[config.mk]
export PLATFORM = sky130hd
export DESIGN_NAME = spc_status_pin_and_pad_config
export DESIGN_NICKNAME = d
export VERILOG_FILES = /design/src/spc_status_pin_and_pad_config.v
export VERILOG_INCLUDE_DIRS = /design/src /design/src/src
export SDC_FILE = /design/constraint.sdc
export NUM_CORES = 1
export LEC_CHECK = 0
export BUFFER_PORTS_ARGS = -buffer_cell sky130_fd_sc_hd__buf_2
export CAP_MARGIN = 20
export CORE_MARGIN = 1
export CORE_UTILIZATION = 58
export CTS_BUF_LIST = sky130_fd_sc_hd__clkbuf_8
export CTS_CLUSTER_SIZE = 24
export DETAILED_ROUTE_END_ITERATION = 8
export GPL_TIMING_DRIVEN = 0
export PLACE_DENSITY = 0.95
export SLEW_MARGIN = 20
export SYNTH_ARGS = -nofsm -noshare
export SYNTH_HDL_FRONTEND = slang
export SYNTH_SLANG_ARGS = --single-unit
[constraint.sdc]
create_clock -name clk_sys -period 5.08 [get_ports clk_sys]
set_input_delay 0.508 -clock clk_sys [delete_from_list [all_inputs] [get_ports clk_sys]]
set_output_delay 0.508 -clock clk_sys [all_outputs]
set_load 0.02 [all_outputs]
[src/spc_regs.vh]
// register offsets, field positions and reset values for the status pin and pad config block
`ifndef SPC_REGS_VH
`define SPC_REGS_VH

`define SPC_OFS_IO_PAD_CONFIG 8'h00
`define SPC_OFS_STATUS_PIN_CONFIG 8'h01
`define SPC_OFS_GPIO_STATUS 8'h02

`define SPC_IO_RESET 8'h2F
`define SPC_IO_WMASK 8'hFF
`define SPC_STS_RESET 16'h0200
`define SPC_STS_WMASK 16'h1F1F

`define SPC_GATE_HI 7
`define SPC_GATE_LO 6
`define SPC_PPDRV_HI 5
`define SPC_PPDRV_LO 4
`define SPC_ODDRV_HI 3
`define SPC_ODDRV_LO 2
`define SPC_DATAPU_BIT 1
`define SPC_CLKPU_BIT 0

`define SPC_OD_BIT 12
`define SPC_HIZ_BIT 11
`define SPC_PD_BIT 10
`define SPC_PU_BIT 9
`define SPC_POL_BIT 8
`define SPC_SEL_HI 4
`define SPC_SEL_LO 0

`define SPC_GATE_APLL 2'h0
`define SPC_GATE_DPLL 2'h1
`define SPC_GATE_NONE 2'h2

`define SPC_SEL_APLL 5'h00
`define SPC_SEL_DPLL 5'h01
`define SPC_SEL_LOS0 5'h02
`define SPC_SEL_LOS1 5'h03
`define SPC_SEL_LOSX 5'h04
`define SPC_SEL_ACT0 5'h05
`define SPC_SEL_ACT1 5'h06
`define SPC_SEL_INV0 5'h07
`define SPC_SEL_INV1 5'h08
`define SPC_SEL_INT 5'h09
`define SPC_SEL_READY 5'h0A
`define SPC_SEL_LOW 5'h1D
`define SPC_SEL_HIGH 5'h1E
`define SPC_SEL_NOPOL 5'h1F

`endif

[src/spc_status_pin_and_pad_config.v]
// status pin source select, pad options and startup output gating
// What this block does
// - code 0: outputs off until analog lock
// - code 1: outputs off until digital lock
// - code 2: no lock gating; 3 reserved
// - push-pull drive strength field, reset 2
// - open-drain drive strength field, reset 3
// - bit 1 enables data pad pull-up
// - bit 0 enables clock pad pull-up
// - open-drain mode only pulls low or releases
// - tristate bit floats the status pin
// - bit 10 enables status pin pull-down
// - bit 9 enables weak status pull-up
// - polarity bit inverts the selected signal
// - polarity ignored when selector is 0x1F
// - five-bit selector; 0x1D low, 0x1E high
// - codes 0-4 route lock and loss status
// - codes 5-8 route activity and invalid status
// - code 9 interrupt, code A device ready
// - readback mirrors pin for codes 0-4 only
`timescale 1ns/1ps
`include "spc_regs.vh"

module spc_status_pin_and_pad_config (
    input wire clk_sys,
    input wire rst,
    input wire regWrEn,
    input wire regRdEn,
    input wire [7:0] regAddr,
    input wire [15:0] regWrData,
    output reg [15:0] regRdData,
    input wire apllLock,
    input wire dpllLock,
    input wire signal_loss_monitor_0,
    input wire signalLossMonitor1,
    input wire signalLossMonitorXtal,
    input wire activity_monitor_0,
    input wire activityMonitor1,
    input wire refInvalid0,
    input wire refInvalid1,
    input wire [7:0] deviceIntStatus,
    input wire [7:0] deviceIntEnable,
    input wire startupActive,
    input wire startupDone,
    output reg clockOutputsEnable,
    output reg statusPinOut,
    output reg statusPinOe_n,
    output wire status_pin_pullup_en,
    output wire status_pin_pulldown_en,
    output wire [1:0] push_pull_drive_strength,
    output wire [1:0] open_drain_drive_strength,
    output wire data_pad_pullup_en,
    output wire clock_pad_pullup_en
);

    // status inputs come from other clock domains, so each passes two flops first
    localparam NSYNC = 10;
    reg [NSYNC-1:0] syncA_r;
    reg [NSYNC-1:0] syncB_r;
    // interrupt vectors are synchronised bit by bit before they are combined
    reg [7:0] intStsA_r;
    reg [7:0] intStsB_r;
    reg [7:0] intEnA_r;
    reg [7:0] intEnB_r;
    reg [7:0] ioCfg_r;
    reg [15:0] pinCfg_r;
    reg [4:0] srcSel;
    reg srcVal;
    reg pinVal;
    reg gateOff;
    wire sApll;
    wire sDpll;
    wire sIntAny;
    wire [NSYNC-1:0] rawIn;

    assign rawIn = {startupDone, refInvalid1, refInvalid0,
        activityMonitor1, activity_monitor_0, signalLossMonitorXtal, signalLossMonitor1,
        signal_loss_monitor_0, dpllLock, apllLock};

    always @(posedge clk_sys) begin
        if (rst) begin
            syncA_r <= {NSYNC{1'b0}};
            syncB_r <= {NSYNC{1'b0}};
            intStsA_r <= 8'h00;
            intStsB_r <= 8'h00;
            intEnA_r <= 8'h00;
            intEnB_r <= 8'h00;
        end else begin
            syncA_r <= rawIn;
            syncB_r <= syncA_r;
            intStsA_r <= deviceIntStatus;
            intStsB_r <= intStsA_r;
            intEnA_r <= deviceIntEnable;
            intEnB_r <= intEnA_r;
        end
    end

    assign sApll = syncB_r[0];
    assign sDpll = syncB_r[1];
    assign sIntAny = |(intStsB_r & intEnB_r);

    // register writes; reserved bits are masked off so they hold zero
    always @(posedge clk_sys) begin
        if (rst) begin
            ioCfg_r <= `SPC_IO_RESET;
            pinCfg_r <= `SPC_STS_RESET;
        end else if (regWrEn) begin
            if (regAddr == `SPC_OFS_IO_PAD_CONFIG)
                ioCfg_r <= regWrData[7:0] & `SPC_IO_WMASK;
            if (regAddr == `SPC_OFS_STATUS_PIN_CONFIG)
                pinCfg_r <= regWrData & `SPC_STS_WMASK;
        end
    end

    assign push_pull_drive_strength = ioCfg_r[`SPC_PPDRV_HI:`SPC_PPDRV_LO];
    assign open_drain_drive_strength = ioCfg_r[`SPC_ODDRV_HI:`SPC_ODDRV_LO];
    assign data_pad_pullup_en = ioCfg_r[`SPC_DATAPU_BIT];
    assign clock_pad_pullup_en = ioCfg_r[`SPC_CLKPU_BIT];
    assign status_pin_pulldown_en = pinCfg_r[`SPC_PD_BIT];
    assign status_pin_pullup_en = pinCfg_r[`SPC_PU_BIT];

    // source selection; reserved codes select zero, which the polarity bit inverts
    always @* begin
        srcSel = pinCfg_r[`SPC_SEL_HI:`SPC_SEL_LO];
        case (srcSel)
            `SPC_SEL_APLL: srcVal = sApll;
            `SPC_SEL_DPLL: srcVal = sDpll;
            `SPC_SEL_LOS0: srcVal = syncB_r[2];
            `SPC_SEL_LOS1: srcVal = syncB_r[3];
            `SPC_SEL_LOSX: srcVal = syncB_r[4];
            `SPC_SEL_ACT0: srcVal = syncB_r[5];
            `SPC_SEL_ACT1: srcVal = syncB_r[6];
            `SPC_SEL_INV0: srcVal = syncB_r[7];
            `SPC_SEL_INV1: srcVal = syncB_r[8];
            `SPC_SEL_INT: srcVal = sIntAny;
            `SPC_SEL_READY: srcVal = syncB_r[9];
            `SPC_SEL_LOW: srcVal = 1'b0;
            `SPC_SEL_HIGH: srcVal = 1'b1;
            default: srcVal = 1'b0;
        endcase
        if (pinCfg_r[`SPC_POL_BIT] && srcSel != `SPC_SEL_NOPOL)
            pinVal = ~srcVal;
        else
            pinVal = srcVal;
        // startup gating: outputs stay off while startup runs and chosen lock is low
        case (ioCfg_r[`SPC_GATE_HI:`SPC_GATE_LO])
            `SPC_GATE_APLL: gateOff = startupActive && !sApll;
            `SPC_GATE_DPLL: gateOff = startupActive && !sDpll;
            `SPC_GATE_NONE: gateOff = 1'b0;
            default: gateOff = 1'b0;
        endcase
    end

    // pin drive from flops; open-drain only ever drives a zero
    always @(posedge clk_sys) begin
        if (rst) begin
            statusPinOut <= 1'b0;
            statusPinOe_n <= 1'b1;
            clockOutputsEnable <= 1'b0;
        end else begin
            clockOutputsEnable <= ~gateOff;
            if (pinCfg_r[`SPC_HIZ_BIT]) begin
                statusPinOut <= 1'b0;
                statusPinOe_n <= 1'b1;
            end else if (pinCfg_r[`SPC_OD_BIT]) begin
                statusPinOut <= 1'b0;
                statusPinOe_n <= pinVal;
            end else begin
                statusPinOut <= pinVal;
                statusPinOe_n <= 1'b0;
            end
        end
    end

    // register read port
    always @(posedge clk_sys) begin
        if (rst) begin
            regRdData <= 16'h0000;
        end else if (regRdEn) begin
            case (regAddr)
                `SPC_OFS_IO_PAD_CONFIG: regRdData <= {8'h00, ioCfg_r};
                `SPC_OFS_STATUS_PIN_CONFIG: regRdData <= pinCfg_r;
                `SPC_OFS_GPIO_STATUS:
                    regRdData <= {14'h0000, (srcSel <= `SPC_SEL_LOSX) & pinVal, 1'b0};
                default: regRdData <= 16'h0000;
            endcase
        end
    end

endmodule

==> results.ini <==
[status]
run_status=finished, final reports clean

[clocking]
cts.repair_timing.setup_buffer_count=0
cts_hold_repair.buffers=0
worst_setup_hold_path_clk_slew_ns=0.09
worstSkewPairLatency_ns=0.35
ctsRootBufferMaster=clkbuf_8
cts_buffers=9
cts_max_path_buffers=2
cts_htree_levels=3
tritoncts=built
numClockSinks=86
ctsResizeCount=0

[layout]
drive_above_1_share_pct=27.4
syn_to_final_growth_pct=21.3
multi_input_comb_area_um2=1130
num_antenna_cells=0
sequential_cell_area_um2=1720
nFillCells=333
filler_free_cell_count_of_the_finished_design=458
fin_nets=441

[power]
internal_power_uw=910
p_sw_share_pct=24.3
power.share.sequential_pct=58.1
p_per_area_nw_per_um2=332
comb_power_share_pct=5.5
cellLeakagePower_uw=0.00149
power.net_switching_uw=292
clock_power_share_pct=36.3
max-vdd-ir-drop_mv=0.254

[sta]
clock-skew-final_ns=0.0103
finalHoldViolCount=0
setup_viol=0
slew_headroom_pct=65.8
setup_total_negative_slack_ns=0
post-route-period-util_pct=37.5
post_layout_min_period_ns=1.90
final_max_slew_viol_count=0
tightestPinTransition_ns=0.513
clock.fmax_mhz=526
rsz_0062_raised_after_global_routing=false

[synthesis]
leading_post_synthesis_cells_by_cell_area=dfxtp_1, nor2b_1, nand3_1
mappedNetlistArea_um2=2990
most_frequent_cell_after_synthesis=dfxtp_1
async_flop_share_pct=0
synthDominantAreaCellType=dfxtp_1
ys_dominant_reg_cell=dfxtp_1
edff_count_synth=0
ys_ff_latch=86
synthesis.instances=300
ys.warnings.count=0
yosysUniqueCellTypes=33
post-synth-top-area-fraction_pct=57.6
synth_seq_area_share_pct=57.6
syn_area_cell_um2=9.96
synth_commonest_cells=dfxtp_1, nor2b_1, nand2_1, nand3_1, a21oi_1

[floorplan]
i_o_pin_count=82
placeableCoreArea_um2=4850
effective_utilization_at_floorplan_pct=61.7
die_height_um=73.8
die_area_um2=5440
rows=25
floorplan.die.width_um=73.8

[grt]
grt_usage_pct=23.7
grt_overflow=0
grt_pass1_vias=2136
number_of_antenna_violations_at_the_first_check_in_global_routing=0
grt_first_pass_wirelength_mm=9.38
grt_start_max_net_pins=17

[worst_setup_path]
worst_setup_path_end_kind=flop
startpoint_type=primary input
path_max_fanout=10
timing.critical_path.from=regAddr[7]
regToRegSetupSlack_ns=3.26
crit_required_ns=5.33
r2r-start=pinCfg_r[2]
ws_path_type=in -> reg
worst_ep_arrival_time_ns=2.16

[place]
io_buffer_count=73
detailedPlacementHpwl_mm=4.39
gpl.final_weighted_congestion=0.823
place.detailed.instances=442

[hold_path]
worstHoldStart=deviceIntEnable[3]
min_path_type=in -> reg

[routing]
first_iter_violations=183
route.vias.total=2396
detail_route.wirelength_mm=6.09
avgViaCountPerCell=5.23
number_of_nets_still_failing_antenna_checks_after_routing=0
detail_route.drc_violations=0
firstDrtPassIters=5
wl_per_cell_um=13.3

[job]
cap_violations=0

-- area by class of cell --
type | count | share of cell area, %
flip-flops and latches | 86 | 47.5
plain buffers | 26 | 3.62
clock inverters | 7 | 1.55
multi-input cells | 187 | 31.2
repair buffers | 73 | 10.1
well taps | 67 | 2.31
clock buffers | 9 | 3.42
inverters | 3 | 0.311
-- worst max-delay path, cell delays in order --
cell     delay [ns]
buf_2          0.09
nor4_1         0.25
nand2_1        0.14
nor3b_1        0.34
buf_2          0.30
nand2_2        0.18
a211o_1        0.34
-- power groups by stage --
stage	combinational (uW)	sequential, uW	clock, uW
finish	66.5	699	437
CTS	66.8	699	441
detailed placement	66.3	715	0
floorplan	35.5	715	0
global route	73.5	701	468
global placement	64.2	714	0
-- flip-flops by register name, summed over array words and instances (netlist names) --
register / cells
statusPinOut: 1
syncA_r: 10
intStsA_r: 8
regRdData: 13
ioCfg_r: 8
intStsB_r: 8
syncB_r: 10
pinCfg_r: 10
intEnB_r: 8
statusPinOe_n: 1
intEnA_r: 8
clockOutputsEnable: 1
-- layer usage --
metal	up-vias	share of wire, %	GRT usage [%]
met2	129	48	40.8
met1	1069	42	26.5
met3	22	7.3	6.31
met5	-	0	0
met4	0	3.2	13.5
li1	1176	-	-
-- final timing paths --
| check | depth (start not counted) | to |
|---|---|---|
| setup / recovery | 7 | pinCfg_r[9] |
| hold / removal | 2 | intEnA_r[3] |
| setup reg to reg | 6 | statusPinOe_n |
| hold reg to reg | 1 | syncB_r[6] |
-- logic make-up (layout without fill, tap and decap cells) --
logic type             after synthesis  after routing  share of synthesized area, %
AND/OR/NAND/NOR                    127            127                          23.6
flip-flops                          86             86                          57.6
AO/OA/AOI/OAI                       50             50                          11.2
buffers and inverters               29            118                          4.77
multiplexers                         6              6                          2.43
other                                1              3                         0.125
XOR/XNOR                             1              1                         0.293
-- metrics by stage --
stage	setup WS (ns)	total power (uW)	hold slack [ns]	cell area (um2)	util (%)
floorplan	3.24	750	0.414	3000	-
global placement	2.86	778	0.416	3450	71.1
detailed placement	2.83	781	0.420	3450	71.1
CTS	3.21	1210	0.342	3630	74.8
global route	3.06	1240	0.345	3630	74.8
finish	3.18	1200	0.356	3630	74.8
-- cells in the final DEF (no fill, tap or decap), types with 8 or more instances in the layout --
master    synthesis  layout
dfxtp_1          86      86
buf_2             6      79
nor2b_1          58      58
nand2_1          26      26
nand3_1          21      21
a21oi_1          20      20
clkbuf_1         12      12
clkbuf_8          0       9
a22oi_1           8       8
Power figures use the tool's default switching activity.
